### src/tm2_pkg.sv
`default_nettype none
package tm2_pkg;

  // ----------------------------------------------------------------
  // register map (byte addresses on the bus)
  // ----------------------------------------------------------------
  localparam logic [7:0]  OFS_CTRL     = 8'h00;
  localparam logic [7:0]  OFS_MODE     = 8'h04;
  localparam logic [7:0]  OFS_COUNT    = 8'h08;
  localparam logic [7:0]  OFS_RELOAD   = 8'h0c;

  // ----------------------------------------------------------------
  // timer_control_reg fields
  // ----------------------------------------------------------------
  localparam int          CTRL_CP_RL   = 0;
  localparam int          CTRL_CT_SEL  = 1;
  localparam int          CTRL_RUN     = 2;
  localparam int          CTRL_TRIG_EN = 3;
  localparam int          CTRL_TX_BAUD = 4;
  localparam int          CTRL_RX_BAUD = 5;
  localparam int          CTRL_EXT_F   = 6;
  localparam int          CTRL_OVF_F   = 7;

  // ----------------------------------------------------------------
  // timer_mode_reg fields
  // ----------------------------------------------------------------
  localparam int          MODE_DOWN_COUNT_ENABLE    = 0;
  localparam int          MODE_OE      = 1;

  // ----------------------------------------------------------------
  // timing
  // ----------------------------------------------------------------
  localparam int          OSC_PER_MC   = 12;
  localparam logic [3:0]  PHASE_LAST   = 4'(OSC_PER_MC - 1);
  localparam logic [3:0]  SAMPLE_PH    = 4'h9;
  localparam logic [3:0]  UPDATE_PH    = 4'h4;
  localparam logic [15:0] CNT_ALL_ONES = 16'hffff;
  localparam logic [15:0] CNT_RESET    = 16'h0000;

  localparam logic [1:0]  RESP_OKAY    = 2'h0;
  localparam logic [1:0]  RESP_SLVERR  = 2'h2;

  typedef enum logic [2:0] {
    TM2_OFF     = 3'h0,
    TM2_RELOAD  = 3'h1,
    TM2_CAPTURE = 3'h2,
    TM2_BAUD    = 3'h3,
    TM2_CLKOUT  = 3'h4
  } tm2_mode_e;

  typedef struct packed {
    logic        awvalid;
    logic [7:0]  awaddr;
    logic        wvalid;
    logic [31:0] wdata;
    logic [3:0]  wstrb;
    logic        bready;
    logic        arvalid;
    logic [7:0]  araddr;
    logic        rready;
  } tm2_axi_req_s;

  typedef struct packed {
    logic        awready;
    logic        wready;
    logic        bvalid;
    logic [1:0]  bresp;
    logic        arready;
    logic        rvalid;
    logic [31:0] rdata;
    logic [1:0]  rresp;
  } tm2_axi_rsp_s;

endpackage
`default_nettype wire

### src/tm2_timer.sv
`default_nettype none
module tm2_timer
  import tm2_pkg::*;
(
  input  wire logic                  REF_CLK,
  input  wire logic                  RST_B,
  input  wire tm2_pkg::tm2_axi_req_s S_AXI_REQ,
  output var  tm2_pkg::tm2_axi_rsp_s S_AXI_RSP,
  input  wire logic                  CLOCK_OUTPUT_PIN_I,
  output logic                       CLOCK_OUTPUT_PIN_O,
  output logic                       CLOCK_OUTPUT_PIN_OE_B,
  input  wire logic                  TRIGGER_PIN,
  output logic                       BAUD_TICK,
  output logic                       TIMER_IRQ
);

  import tm2_pkg::*;

  // ----------------------------------------------------------------
  // state
  // ----------------------------------------------------------------
  typedef struct packed {
    logic [3:0]  phase;
    logic        half;
    logic [15:0] cnt;
    logic [15:0] rld;
    logic        cp_rl;
    logic        ct_sel;
    logic        run;
    logic        trig_en;
    logic        tx_baud;
    logic        rx_baud;
    logic        ext_f;
    logic        ovf_f;
    logic        down_count_enable;
    logic        oe_en;
    logic        cnt_s1;
    logic        cnt_s2;
    logic        trg_s1;
    logic        trg_s2;
    logic        cnt_smp;
    logic        trg_smp;
    logic        pend;
    logic        clk_out;
    logic        pin_oe_b;
    logic        baud_tick;
    logic        irq;
    logic        aw_got;
    logic [7:0]  aw_addr;
    logic        w_got;
    logic [31:0] wdata;
    logic [3:0]  wstrb;
    logic        aw_rdy;
    logic        w_rdy;
    logic        bvalid;
    logic [1:0]  bresp;
    logic        ar_rdy;
    logic        rvalid;
    logic [31:0] rdata;
    logic [1:0]  rresp;
  } tm2_state_s;

  tm2_state_s st_q;
  tm2_state_s st_d;

  // ----------------------------------------------------------------
  // next state
  // ----------------------------------------------------------------
  always_comb
  begin
    tm2_mode_e   mode;
    logic        mc_upd;
    logic        mc_smp;
    logic        clkout_mode;
    logic        tick;
    logic        trg_fall;
    logic        wr_go;
    logic        wr_ok;
    logic        cnt_wr;
    logic        rld_wr;
    logic [15:0] cnt_wval;
    logic [15:0] rld_wval;
    logic [7:0]  b0;

    st_d        = st_q;
    mode        = TM2_OFF;
    mc_upd      = 1'b0;
    mc_smp      = 1'b0;
    clkout_mode = 1'b0;
    tick        = 1'b0;
    trg_fall    = 1'b0;
    wr_go       = 1'b0;
    wr_ok       = 1'b0;
    cnt_wr      = 1'b0;
    rld_wr      = 1'b0;
    cnt_wval    = st_q.cnt;
    rld_wval    = st_q.rld;
    b0          = st_q.wdata[7:0];

    // ----------------------------------------------------------------
    // pin synchronisers
    // ----------------------------------------------------------------
    st_d.cnt_s1 = CLOCK_OUTPUT_PIN_I;
    st_d.cnt_s2 = st_q.cnt_s1;
    st_d.trg_s1 = TRIGGER_PIN;
    st_d.trg_s2 = st_q.trg_s1;

    // ----------------------------------------------------------------
    // machine cycle phase and half-rate enable
    // ----------------------------------------------------------------
    st_d.phase  = (st_q.phase == PHASE_LAST) ? 4'h0 : st_q.phase + 4'h1;
    st_d.half   = ~st_q.half;
    mc_upd      = (st_q.phase == UPDATE_PH);
    mc_smp      = (st_q.phase == SAMPLE_PH);

    // one sample per machine cycle; a level shorter than that may be missed
    if (mc_smp)
    begin
      st_d.cnt_smp = st_q.cnt_s2;
      st_d.trg_smp = st_q.trg_s2;
      if (st_q.cnt_smp && !st_q.cnt_s2)
      begin
        st_d.pend = 1'b1;
      end
      trg_fall = st_q.trg_smp && !st_q.trg_s2;
    end
    if (mc_upd)
    begin
      st_d.pend = 1'b0;
    end

    // ----------------------------------------------------------------
    // mode decode
    // ----------------------------------------------------------------
    clkout_mode = st_q.oe_en && !st_q.ct_sel;
    if (!st_q.run)
    begin
      mode = TM2_OFF;
    end
    else if (st_q.tx_baud || st_q.rx_baud)
    begin
      mode = TM2_BAUD;
    end
    else if (clkout_mode)
    begin
      mode = TM2_CLKOUT;
    end
    else if (st_q.cp_rl)
    begin
      mode = TM2_CAPTURE;
    end
    else
    begin
      mode = TM2_RELOAD;
    end

    // event counts land at the update phase of the next machine cycle
    if (st_q.ct_sel)
    begin
      tick = mc_upd && st_q.pend;
    end
    else if (mode == TM2_BAUD || mode == TM2_CLKOUT)
    begin
      tick = st_q.half;
    end
    else
    begin
      tick = mc_upd;
    end

    // ----------------------------------------------------------------
    // software writes of control, mode and flags (hardware set wins later)
    // ----------------------------------------------------------------
    wr_go = st_q.aw_got && st_q.w_got && !st_q.bvalid;
    wr_ok = (st_q.aw_addr[7:4] == 4'h0);
    if (wr_go && wr_ok)
    begin
      case ({st_q.aw_addr[3:2], 2'b00})
        OFS_CTRL[3:0]:
        begin
          if (st_q.wstrb[0])
          begin
            st_d.cp_rl   = b0[CTRL_CP_RL];
            st_d.ct_sel  = b0[CTRL_CT_SEL];
            st_d.run     = b0[CTRL_RUN];
            st_d.trig_en = b0[CTRL_TRIG_EN];
            st_d.tx_baud = b0[CTRL_TX_BAUD];
            st_d.rx_baud = b0[CTRL_RX_BAUD];
            st_d.ext_f   = b0[CTRL_EXT_F];
            st_d.ovf_f   = b0[CTRL_OVF_F];
          end
        end
        OFS_MODE[3:0]:
        begin
          if (st_q.wstrb[0])
          begin
            st_d.down_count_enable  = b0[MODE_DOWN_COUNT_ENABLE];
            st_d.oe_en = b0[MODE_OE];
          end
        end
        OFS_COUNT[3:0]:
        begin
          cnt_wr   = |st_q.wstrb[1:0];
          cnt_wval = {st_q.wstrb[1] ? st_q.wdata[15:8] : st_q.cnt[15:8],
                      st_q.wstrb[0] ? st_q.wdata[7:0]  : st_q.cnt[7:0]};
        end
        OFS_RELOAD[3:0]:
        begin
          rld_wr   = |st_q.wstrb[1:0];
          rld_wval = {st_q.wstrb[1] ? st_q.wdata[15:8] : st_q.rld[15:8],
                      st_q.wstrb[0] ? st_q.wdata[7:0]  : st_q.rld[7:0]};
        end
        default:
        begin
          cnt_wr = 1'b0;
        end
      endcase
    end

    // ----------------------------------------------------------------
    // counting
    // ----------------------------------------------------------------
    st_d.baud_tick = 1'b0;
    if (tick)
    begin
      case (mode)
        TM2_BAUD, TM2_CLKOUT:
        begin
          if (st_q.cnt == CNT_ALL_ONES)
          begin
            st_d.cnt = st_q.rld;
            st_d.baud_tick = (mode == TM2_BAUD);
            if (clkout_mode)
            begin
              st_d.clk_out = ~st_q.clk_out;
            end
          end
          else
          begin
            st_d.cnt = st_q.cnt + 16'h1;
          end
        end
        TM2_CAPTURE:
        begin
          st_d.cnt = st_q.cnt + 16'h1;
          if (st_q.cnt == CNT_ALL_ONES)
          begin
            st_d.ovf_f = 1'b1;
          end
        end
        TM2_RELOAD:
        begin
          if (st_q.down_count_enable && !st_q.trg_smp)
          begin
            if (st_q.cnt == st_q.rld)
            begin
              st_d.cnt   = CNT_ALL_ONES;
              st_d.ovf_f = 1'b1;
              st_d.ext_f = ~st_q.ext_f;
            end
            else
            begin
              st_d.cnt = st_q.cnt - 16'h1;
            end
          end
          else if (st_q.cnt == CNT_ALL_ONES)
          begin
            st_d.cnt   = st_q.rld;
            st_d.ovf_f = 1'b1;
            if (st_q.down_count_enable)
            begin
              st_d.ext_f = ~st_q.ext_f;
            end
          end
          else
          begin
            st_d.cnt = st_q.cnt + 16'h1;
          end
        end
        default:
        begin
          st_d.cnt = st_q.cnt;
        end
      endcase
    end

    // ----------------------------------------------------------------
    // trigger pin falling edge
    // ----------------------------------------------------------------
    if (trg_fall && st_q.trig_en && st_q.run)
    begin
      case (mode)
        TM2_CAPTURE:
        begin
          st_d.rld   = st_q.cnt;
          st_d.ext_f = 1'b1;
        end
        TM2_RELOAD:
        begin
          if (!st_q.down_count_enable)
          begin
            st_d.cnt   = st_q.rld;
            st_d.ext_f = 1'b1;
          end
        end
        TM2_BAUD:
        begin
          st_d.ext_f = 1'b1;
        end
        default:
        begin
          st_d.ext_f = st_d.ext_f;
        end
      endcase
    end

    // software loads of the counter and reload pair take priority
    if (cnt_wr)
    begin
      st_d.cnt = cnt_wval;
    end
    if (rld_wr)
    begin
      st_d.rld = rld_wval;
    end

    // ----------------------------------------------------------------
    // pin and request outputs
    // ----------------------------------------------------------------
    st_d.pin_oe_b = ~(st_d.oe_en && !st_d.ct_sel);
    if (!st_d.run || st_d.pin_oe_b)
    begin
      st_d.clk_out = st_d.pin_oe_b ? 1'b0 : st_d.clk_out;
    end
    // down-count external flag is a count bit, not a request
    st_d.irq = st_d.ovf_f || (st_d.ext_f && !st_d.down_count_enable);

    // ----------------------------------------------------------------
    // bus: write channels
    // ----------------------------------------------------------------
    if (S_AXI_REQ.awvalid && st_q.aw_rdy)
    begin
      st_d.aw_got  = 1'b1;
      st_d.aw_addr = S_AXI_REQ.awaddr;
    end
    if (S_AXI_REQ.wvalid && st_q.w_rdy)
    begin
      st_d.w_got = 1'b1;
      st_d.wdata = S_AXI_REQ.wdata;
      st_d.wstrb = S_AXI_REQ.wstrb;
    end
    if (wr_go)
    begin
      st_d.aw_got = 1'b0;
      st_d.w_got  = 1'b0;
      st_d.bvalid = 1'b1;
      st_d.bresp  = wr_ok ? RESP_OKAY : RESP_SLVERR;
    end
    if (st_q.bvalid && S_AXI_REQ.bready)
    begin
      st_d.bvalid = 1'b0;
    end
    st_d.aw_rdy = !st_d.aw_got && !st_d.bvalid;
    st_d.w_rdy  = !st_d.w_got && !st_d.bvalid;

    // ----------------------------------------------------------------
    // bus: read channel, one cycle from address to data
    // ----------------------------------------------------------------
    if (st_q.rvalid && S_AXI_REQ.rready)
    begin
      st_d.rvalid = 1'b0;
    end
    if (S_AXI_REQ.arvalid && st_q.ar_rdy)
    begin
      st_d.rvalid = 1'b1;
      st_d.rresp  = RESP_OKAY;
      st_d.rdata  = 32'h0;
      if (S_AXI_REQ.araddr[7:4] != 4'h0)
      begin
        st_d.rresp = RESP_SLVERR;
      end
      else
      begin
        case ({S_AXI_REQ.araddr[3:2], 2'b00})
          OFS_CTRL[3:0]:
          begin
            st_d.rdata[CTRL_CP_RL]   = st_q.cp_rl;
            st_d.rdata[CTRL_CT_SEL]  = st_q.ct_sel;
            st_d.rdata[CTRL_RUN]     = st_q.run;
            st_d.rdata[CTRL_TRIG_EN] = st_q.trig_en;
            st_d.rdata[CTRL_TX_BAUD] = st_q.tx_baud;
            st_d.rdata[CTRL_RX_BAUD] = st_q.rx_baud;
            st_d.rdata[CTRL_EXT_F]   = st_q.ext_f;
            st_d.rdata[CTRL_OVF_F]   = st_q.ovf_f;
          end
          OFS_MODE[3:0]:
          begin
            st_d.rdata[MODE_DOWN_COUNT_ENABLE] = st_q.down_count_enable;
            st_d.rdata[MODE_OE]   = st_q.oe_en;
          end
          OFS_COUNT[3:0]:
          begin
            st_d.rdata[15:0] = st_q.cnt;
          end
          OFS_RELOAD[3:0]:
          begin
            st_d.rdata[15:0] = st_q.rld;
          end
          default:
          begin
            st_d.rdata = 32'h0;
          end
        endcase
      end
    end
    st_d.ar_rdy = !st_d.rvalid;
  end

  // ----------------------------------------------------------------
  // registers
  // ----------------------------------------------------------------
  always_ff @(posedge REF_CLK or negedge RST_B)
  begin
    if (!RST_B)
    begin
      st_q          <= '0;
      st_q.cnt      <= CNT_RESET;
      st_q.down_count_enable     <= 1'b0;
      st_q.pin_oe_b <= 1'b1;
    end
    else
    begin
      st_q <= st_d;
    end
  end

  // ----------------------------------------------------------------
  // outputs
  // ----------------------------------------------------------------
  assign S_AXI_RSP.awready    = st_q.aw_rdy;
  assign S_AXI_RSP.wready     = st_q.w_rdy;
  assign S_AXI_RSP.bvalid     = st_q.bvalid;
  assign S_AXI_RSP.bresp      = st_q.bresp;
  assign S_AXI_RSP.arready    = st_q.ar_rdy;
  assign S_AXI_RSP.rvalid     = st_q.rvalid;
  assign S_AXI_RSP.rdata      = st_q.rdata;
  assign S_AXI_RSP.rresp      = st_q.rresp;
  assign CLOCK_OUTPUT_PIN_O    = st_q.clk_out;
  assign CLOCK_OUTPUT_PIN_OE_B = st_q.pin_oe_b;
  assign BAUD_TICK             = st_q.baud_tick;
  assign TIMER_IRQ             = st_q.irq;

endmodule
`default_nettype wire

### config.mk
export PLATFORM = sky130hd
export DESIGN_NAME = tm2_timer
export DESIGN_NICKNAME = d
export VERILOG_FILES = /design/src/tm2_pkg.sv /design/src/tm2_timer.sv
export SDC_FILE = /design/constraint.sdc
export NUM_CORES = 1
export LEC_CHECK = 0
export BUFFER_PORTS_ARGS = -buffer_cell sky130_fd_sc_hd__buf_2
export CORE_UTILIZATION = 30
export CTS_CLUSTER_DIAMETER = 200
export DETAILED_ROUTE_END_ITERATION = 7
export SLEW_MARGIN = 20
export SYNTH_ARGS = -nofsm -noshare
export SYNTH_HDL_FRONTEND = slang
export SYNTH_SLANG_ARGS = --single-unit
### constraint.sdc
create_clock -name REF_CLK -period 4.5 [get_ports REF_CLK]
set_input_delay 0 -clock REF_CLK [delete_from_list [all_inputs] [get_ports REF_CLK]]
set_output_delay 0 -clock REF_CLK [all_outputs]
set_load 0.03 [all_outputs]
# Word-level counts from Yosys, hierarchy flattened
# Cells that the tools add are included.
[totals]
out_inout_bits = 45
elab_cells = 193
in_bits = 61
ff_bits = 145
[op_classes]
n_eq_ne = 23
bitwise_logic = 4
addsub = 3
reduce_logical = 52
mux = 71
[op_table]
columns = ["operator", "n"]
rows = [
  ["16-bit 2-to-1 mux", 14],
  ["16-bit one-hot mux with 3 select lines", 1],
  ["37-bit 2-to-1 mux", 1],
  ["35-bit 2-to-1 mux", 1],
  ["32-bit 2-to-1 mux", 1],
  ["1-bit 2-to-1 mux", 28],
  ["1-bit logical AND", 19],
  ["2-bit 2-to-1 mux", 9],
  ["9-bit 2-to-1 mux", 2],
  ["6-bit one-hot mux with 3 select lines", 1],
  ["16-bit by 1-bit adder with 16-bit output (second input constant)", 1],
  ["16-bit == test", 1],
  ["16-bit == test (second input constant)", 1],
  ["8-bit 2-to-1 mux", 2],
  ["8-bit one-hot mux with 2 select lines", 1],
  ["16-bit by 1-bit subtractor with 16-bit output (second input constant)", 1],
  ["7-bit 2-to-1 mux", 2],
  ["1-bit zero test", 12],
  ["3-bit 2-to-1 mux", 4],
  ["2-bit inequality test (second input constant)", 6],
  ["5-bit AND reduction", 2],
  ["3-bit AND reduction", 3],
  ["2-bit == test (second input constant)", 4],
  ["4-bit == test (second input constant)", 2],
  ["18 further kinds", 34],
]

# Longest topological paths before layout
# Gate-level depths: netlist of run 1.
[depth]
ltp_word = 15
ltp_mapped = 11
mapped_depth_nobuf = 9

# Worst setup path before layout of run 1
# No wires, ideal clock.
[synth_path]
path_type = "flip-flop to flip-flop"
start = "register st_q[132] in the netlist's numbering"
end = "register st_q[138] in the netlist's numbering"
path_stages_with_launch = 8
setup_time_ns = 0.133
t_arrival_ns = 2.265
required_time_ns = 4.367
path_slack_ns = 2.102
synth_period_minus_slack_ns = 2.398
cell_sequence = "dfrtp_1 -> or4_4 -> or3_1 -> or4_1 -> xnor2_1 -> a21oi_1 -> a2111oi_2 -> a21oi_1"
[synth_between]
elab_chain_len = 9
word_cells_on_any_way = 13
cone_classes = "add/sub: 2; eq/ne: 2; mux: 9"
[synth_rtl]
columns = ["element", "line_no", "text"]
rows = [
  ["start, declared", "tm2_timer.sv:63", "tm2_state_s st_q;"],
  ["start signal, assigned", "tm2_timer.sv:433", "st_q <= st_d;"],
  ["16-bit by 1-bit adder with 16-bit output, or another cell as far along", "tm2_timer.sv:240, tm2_timer.sv:245, tm2_timer.sv:277", ""],
  ["16-bit 2-to-1 mux (on tied branches)", "tm2_timer.sv:229, tm2_timer.sv:266, tm2_timer.sv:255", ""],
  ["16-bit 2-to-1 mux", "tm2_timer.sv:253", "if (st_q.down_count_enable && !st_q.trg_smp)"],
  ["16-bit one-hot mux with 3 select lines (*)", "tm2_timer.sv:226", "case (mode)"],
  ["16-bit 2-to-1 mux (*)", "tm2_timer.sv:224", "if (tick)"],
  ["16-bit 2-to-1 mux", "tm2_timer.sv:300", "if (!st_q.down_count_enable)"],
  ["16-bit 2-to-1 mux", "tm2_timer.sv:292", "case (mode)"],
  ["32-bit 2-to-1 mux (*)", "tm2_timer.sv:290", "if (trg_fall && st_q.trig_en && st_q.run)"],
  ["16-bit 2-to-1 mux (*)", "tm2_timer.sv:318", "if (cnt_wr)"],
]
# Mark *: on every way between the ends. The rest lies on a longest branch, timed or not. The select of a mux whose other input is x is not followed.
# A chain may end at the register's enable or synchronous reset.

# Worst setup path in the final report of run 1
[layout_path]
start = "register st_q[41] in the netlist's numbering"
end = "register st_q[124] in the netlist's numbering"
[layout_between]
elab_chain_len = 5
word_cells_on_any_way = 8
cone_classes = "eq/ne: 3; mux: 3; reduce/logical: 2"
[layout_rtl]
columns = ["element", "line_no", "text"]
rows = [
  ["2-bit OR reduction", "tm2_timer.sv:203", "cnt_wr = |st_q.wstrb[1:0];"],
  ["1-bit 2-to-1 mux", "tm2_timer.sv:178", "case ({st_q.aw_addr[3:2], 2'b00})"],
  ["1-bit 2-to-1 mux", "tm2_timer.sv:176", "if (wr_go && wr_ok)"],
  ["2-bit by 1-bit inequality test with 1-bit output (no line) or 2-bit inequality test (tied branches)", "n/a", ""],
  ["3-bit AND reduction (no line)", "n/a", ""],
]
# Parallel ways exist; a longest one is shown, timed or not.

==> metrics.txt, run 1 <==
Max H-tree Level 3; Worst Path Required 4.76 ns; adder-cell area share of the yosys netlist 0.00893; initial drt markers 660; effective utilization at floorplan 0.308; share of the core filled with cells 0.353; Mapped Area 0.00701 sq mm; total power density per cell area 565 mW/mm^2; Chip Height 155 um; headroom to the max-slew limit 0.335; Syn. warnings 0; num rows 55; status finished, final reports clean; ys flop type sky130_fd_sc_hd__dfrtp_1; num ports 106; area of all placed cells without fillers 0.00804 sq mm; I/O Buffers 65; clock latency reported for the late side of the worst-skew pair 0.37 ns; DP Area 0.00739 sq mm; clock tree root driver cell sky130_fd_sc_hd__clkbuf_16; register bit count reported by yosys 107; path type of the worst min-delay path in2reg; via count 6188; share of async-settable or async-resettable flops after synthesis 1.00; Post-Synth Simple-Gate Area 0.194; Hold Slack 0.0877 ns; parity-gate share of the synthesized area counting xor and xnor cells 0.0463; final setup skew 0.0120 ns; Final GP Congestion 0.944; top cells by area in the synthesized netlist sky130_fd_sc_hd__dfrtp_1 (38%), sky130_fd_sc_hd__mux2_2 (6.4%), sky130_fd_sc_hd__a21oi_1 (4.4%); Placeable Area 0.0228 sq mm; Antenna Violating Nets Remaining 0; HPWL after detailed placement 15.0 mm; Synth top area share 0.379; crit path max fanout 17; clock sink total 107; Setup CP Type reg2reg; Crit path arrival time 3.36 ns; number of inserted diodes 0; Peak Freq 322 MHz; most common library cells after synthesis sky130_fd_sc_hd__dfrtp_1 (106), sky130_fd_sc_hd__nand2_1 (78), sky130_fd_sc_hd__a21oi_1 (62), sky130_fd_sc_hd__nor2_1 (62), sky130_fd_sc_hd__o21ai_0 (44); Compound-Gate Fraction of Synth Area 0.179; maximum number of pins on one net before global-route repair 55; most common cell in the netlist sky130_fd_sc_hd__dfrtp_1; library cell with the largest summed area after synthesis sky130_fd_sc_hd__dfrtp_1; detailed-route DRC error count 0; Max Cap Viol 0; minimum period implied by the final worst setup slack 3.10 ns; kind of capture point of the worst setup path register; synthesized area divided by synthesized cell count 8.88 sq um; count of endpoints failing hold in the final timing report 0; setup repair after global routing missed its margin false; Horiz. Die Dim 155 um; cells resized by post-CTS repair 0; final count of pins violating max slew 0; leakage power total 0.00343 uW; global-route wire length before repair 33.4 mm; layout cell share with drive strength beyond 1 0.186; number of CTS-inserted buffers 9; via count of the first global-routing pass 5822; Final #Nets 905; Worst IR Drop VDD 0.000299 V; type of origin of the critical path register; routed length per placed instance 18.2 um; number of enable flip-flop cells after synthesis 0; slew at the pin closest to its max-slew limit 0.988 ns; Total Die Area 0.0240 sq mm; crit path setup slack, layout 1.40 ns; gr usage total 0.180; detailed-router iteration count before antenna repair 5; register area share after synthesis 0.382; clock tree from TritonCTS done; multiplexer area fraction after synthesis 0.102; worst slack after detailed placement 1.48 ns; setup tns final 0 ns; wire length reported by the detailed router 21.0 mm; final clock period utilization by the worst path 0.689; antenna violations before repair 0; clock slew seen by the registers of the worst setup and hold paths 0.08 ns; maximum clock insertion buffer count 2; total of endpoints with negative setup slack in the final report 0; via density per instance 5.35; Netlist cell types 73; overall overflow remaining after global route 0; synthesized instance count 789; synthesis-to-layout area growth 14.7%; largest family of logic cells by synthesized area simple AND/OR/NAND/NOR gates
## worst paths after layout
kind,to,depth (start not counted),startpoint,slack [ns]
worst max-delay path,st_q[124],5,st_q[41],1.40
worst min-delay path,S_AXI_RSP[1],3,S_AXI_REQ[9],0.09
worst max register to register,st_q[124],5,st_q[41],1.40
worst min register to register,st_q[96],0,st_d[96],0.36
max in group asynchronous,st_q[134],3,RST_B,3.15
min in group asynchronous,S_AXI_RSP[39],2,RST_B,0.20
## timing repair
item	4_1_cts	5_1_grt
setup buffers	0	0
endpoints found under the setup margin	0	0
hold buffers	34	0
endpoints found under the hold margin	87	0
## layer usage
metal | up-vias | global-route usage | wire (um)
li1 | 2900 | - | -
met1 | 2983 | 0.249 | 9320
met2 | 268 | 0.284 | 9620
met3 | 37 | 0.0339 | 1570
met4 | 0 | 0.0566 | 501
met5 | - | 0 | 0
## power breakdown
group / total, uW / internal, uW / leakage, uW / switching (uW)
Combinational: 1930 / 877 / 0.00192 / 1050
Sequential: 1790 / 1250 / 0.00137 / 545
Clock: 814 / 395 / 0.000144 / 419
Total: 4540 / 2520 / 0.00343 / 2020
## sequential cells by signal, summed over array words and instances, names as in the netlist
signal,flops
BAUD_TICK,1
CLOCK_OUTPUT_PIN_O,1
CLOCK_OUTPUT_PIN_OE_B,1
S_AXI_RSP,23
TIMER_IRQ,1
st_d,2
st_q,78
## through the flow
stage               total power [uW]  cells
floorplan                       3180    806
global placement                3640   1107
detailed placement              3660   1107
CTS                             4520   1157
global route                    4820   1157
finish                          4540   1157
## cell usage in the layout (no fill, tap or decap), drive strengths merged, types with 9 or more instances in the layout
cell type	n
nor4	15
a21oi	62
conb	18
buf	83
nor3b	12
mux2i	22
o21ai	50
mux2	40
nor2	63
nand3	19
a22oi	10
or4	10
dfrtp	106
xnor2	12
clkbuf	9
xor2	25
dlygate4sd3	34
a31oi	10
nor3	20
inv	23
nand4	11
nand2	78
## cell type report
| type | count | area, sq um |
|---|---|---|
| Clock buffer | 9 | 225 |
| Clock inverter | 7 | 77.6 |
| Fill cell | 2346 | 14700 |
| Inverter | 19 | 71.3 |
| Multi-Input combinational cell | 585 | 3790 |
| Sequential cell | 107 | 2680 |
| Tap cell | 313 | 392 |
| Timing Repair Buffer | 117 | 803 |
## worst max-delay path: stages, from the launching register on
cell	delay, ns
sky130_fd_sc_hd__dfrtp_1	0.78
sky130_fd_sc_hd__o21ai_0	0.37
sky130_fd_sc_hd__or4_1	0.89
sky130_fd_sc_hd__nand2_1	0.49
sky130_fd_sc_hd__a221oi_1	0.10
sky130_fd_sc_hd__a311o_1	0.35
## kinds of logic (layout without fill, tap and decap cells)
logic type / after synthesis / after routing
flops: 107 / 107
simple gates: 265 / 265
compound gates: 196 / 196
buf+inv: 114 / 152
other cells: 1 / 18
xor+xnor: 37 / 37
fa+ha+maj: 5 / 5
mux: 64 / 64
Power figures use the tool's default switching activity.
==> inputs of run 2 (changes only) <==
==> constraint.sdc (replaced) <==
create_clock -name REF_CLK -period 3.18 [get_ports REF_CLK]
set_input_delay 0 -clock REF_CLK [delete_from_list [all_inputs] [get_ports REF_CLK]]
set_output_delay 0 -clock REF_CLK [all_outputs]
set_load 0.03 [all_outputs]
==> run 2 against run 1 <==
Maximum frequency rose by 11%. Sequential share of layout area fell by 1.1 points. Critical endpoint unchanged. Worst hold slack barely moved. Flip-flop and latch count did not move. Register-to-register slack got worse by 1.0 ns. Non-clock buffer count rose by 33. Largest power group unchanged. Clock-buffer cell count did not move. Global-route usage rose by 0.54 points. Critical path depth rose by 4. Largest cell class unchanged. Clock skew rose by 0.0017 ns.
==> metrics.txt, run 2 (synthesis gave the netlist of run 1 again) <==
status finished, final reports clean; Antenna Violating Nets Remaining 0 (unchanged); highest-delay cell along the critical path sky130_fd_sc_hd__dfrtp_1; effective utilization at floorplan 0.308 (unchanged); Horiz. Die Dim 155 um (unchanged); max FFs per register 78 (unchanged); global-route wire length before repair 34.2 mm (+2.4%); HPWL after detailed placement 16.1 mm (+7.9%); num ports 106 (unchanged); fraction of power consumed by combinational cells 0.453 (+0.027); number of buffers and inverters on the critical path 1 (+1); Setup CP Type reg2reg; Worst Reg2Reg Path Length in Cells 9 (+4); gr usage total 0.186 (+0.00536); count of non-filler cells in the finished layout 1190 (+2.9%); clock slew seen by the registers of the worst setup and hold paths 0.08 ns (about the same); clock sink total 107 (unchanged); num rows 55 (unchanged); Filler Cells Inserted 2327 (-0.81%); overall overflow remaining after global route 0 (unchanged); Internal Pwr Total 3780 uW (+50%); setup tns final 0 ns (unchanged); type of origin of the critical path register; Hold Path Stages 4 (+1); depth of the critical timing path with buffers and inverters included 9 (+4); I/O Buffers 65 (unchanged); wire length reported by the detailed router 21.7 mm (+3.2%); Clock power frac 0.185 (+0.006); via density per instance 5.34 (-0.13%); final count of pins violating max slew 0 (unchanged); detailed-route DRC error count 0 (unchanged); share of the core filled with cells 0.365 (+0.0125); number of inserted diodes 0 (unchanged); initial drt markers 467 (-29%); Crit path arrival time 3.09 ns (-0.27 ns); total power density per cell area 809 mW/mm^2 (+43%); Max Cap Viol 0 (unchanged); Hold Slack 0.0880 ns (+0.000319 ns); count of endpoints failing hold in the final timing report 0 (unchanged); detailed-router iteration count before antenna repair 6 (+1); setup repair after global routing missed its margin false; Peak Freq 359 MHz (+11%); Switch Pwr 2950 uW (+46%); headroom to the max-slew limit 0.342 (+0.00714); maximum number of pins on one net before global-route repair 77 (+40%); clock tree root driver cell sky130_fd_sc_hd__clkbuf_16; leakage power total 0.00361 uW (+5.2%); Cells after DPL 1140 (+3.0%); routed length per placed instance 18.2 um (+0.29%); final setup skew 0.0137 ns (+0.00167 ns); layout cell share with drive strength beyond 1 0.217 (+0.0306); maximum clock insertion buffer count 2 (unchanged); footprint of the multi-input gates 0.00379 sq mm (unchanged); Sw Ratio 0.438 (-0.00677); Biggest register st_q; slew at the pin closest to its max-slew limit 0.984 ns (-0.00398 ns); Critical Path Max Stage Delay 0.65 ns (-0.24 ns); minimum period implied by the final worst setup slack 2.79 ns (-0.315 ns); Final #Nets 938 (+3.6%); antenna violations before repair 0 (unchanged); most frequent cells in the layout sky130_fd_sc_hd__dfrtp_1 (106), sky130_fd_sc_hd__nand2_1 (78), sky130_fd_sc_hd__buf_2 (64), sky130_fd_sc_hd__a21oi_1 (62), sky130_fd_sc_hd__nor2_1 (62); Worst IR Drop VDD 0.000493 V (+65%); kind of capture point of the worst setup path register; Final GP Congestion 0.968 (+2.5%); crit path max fanout 13 (-4); delay-heaviest family, CP compound AO/OA/AOI/OAI gates; Placeable Area 0.0228 sq mm (unchanged); setup repair bufs after CTS 0 (unchanged); clock latency reported for the late side of the worst-skew pair 0.37 ns (about the same); Worst Path Required 3.49 ns (-1.27 ns); total of endpoints with negative setup slack in the final report 0 (unchanged); via count of the first global-routing pass 6193 (+6.4%); most frequent standard cell in the layout excluding fill and tap cells sky130_fd_sc_hd__dfrtp_1; portion of total power attributed to sequential cells 0.362 (-0.033); final clock period utilization by the worst path 0.876 (+0.187); Storage cell area 0.00268 sq mm (unchanged); clock tree from TritonCTS done; path type of the worst min-delay path in2reg; chain of cells forming the critical path ha_1, nand4_1, nor4_1, buf_4, nor2_1, a21oi_1, o221ai_1, a221oi_1, a311o_1; number of CTS-inserted buffers 9 (unchanged); synthesis-to-layout area growth 18.8%; via count 6356 (+2.7%); Max H-tree Level 3 (unchanged); Chip Height 155 um (unchanged); Total Die Area 0.0240 sq mm (unchanged)
## run 2: final cells by class
cell class / count / area share
flip-flops and latches: 107 / 0.322
well taps: 313 / 0.0471
repair buffers: 150 / 0.128
inverters: 19 / 0.00857
multi-input cells: 585 / 0.455
clock inverters: 7 / 0.0123
clock buffers: 9 / 0.0271
## run 2: worst register-to-register path, stage by stage (launching register included)
cell and delay (ns):
sky130_fd_sc_hd__dfrtp_1 0.65, sky130_fd_sc_hd__ha_1 0.40, sky130_fd_sc_hd__nand4_1 0.15, sky130_fd_sc_hd__nor4_1 0.31, sky130_fd_sc_hd__buf_4 0.28, sky130_fd_sc_hd__nor2_1 0.07
sky130_fd_sc_hd__a21oi_1 0.25, sky130_fd_sc_hd__o221ai_1 0.15, sky130_fd_sc_hd__a221oi_1 0.30, sky130_fd_sc_hd__a311o_1 0.17
## run 2: worst paths after layout
path,startpoint,endpoint,slack [ns]
setup / recovery,st_q[124],st_q[124],0.39
hold / removal,S_AXI_REQ[8],S_AXI_RSP[4],0.09
setup reg to reg,st_q[124],st_q[124],0.39
hold reg to reg,st_d[96],st_q[96],0.36
max in group asynchronous,RST_B,st_q[111],2.02
min in group asynchronous,RST_B,st_q[77],0.31
## run 2: layer usage
layer  GRT usage  up-vias  part of all wire
met4      0.0750        0             0.029
met2       0.302      240              0.46
met5           0        -                 0
met3      0.0395       45             0.062
li1            -     2966                 -
met1       0.240     3105              0.44
## run 2: metrics by stage
step,total power [uW],worst slack [ns],cell area (sq um)
6_report,6730,0.393,8320
5_1_grt,7110,0.271,8320
4_1_cts,6690,0.456,8320
3_5_place_dp,5380,0.494,7650
3_3_place_gp,5350,0.496,7650
2_1_floorplan,4500,0.782,7070
## run 2: power by group through the flow
stage                     Combinational (uW)  Sequential, uW  Clock (uW)
after floorplan                         2400            2100           0
after detailed placement                2930            2440           0
after global placement                  2910            2440           0
after CTS                               3000            2420        1270
final                                   3050            2440        1250
after global routing                    3290            2500        1320
## run 2: timing repair
item                       4_1_cts  5_1_grt
hold buffers                    34        0
setup endpoints to repair        0        0
hold endpoints to repair       108        0
resized for setup                0        0
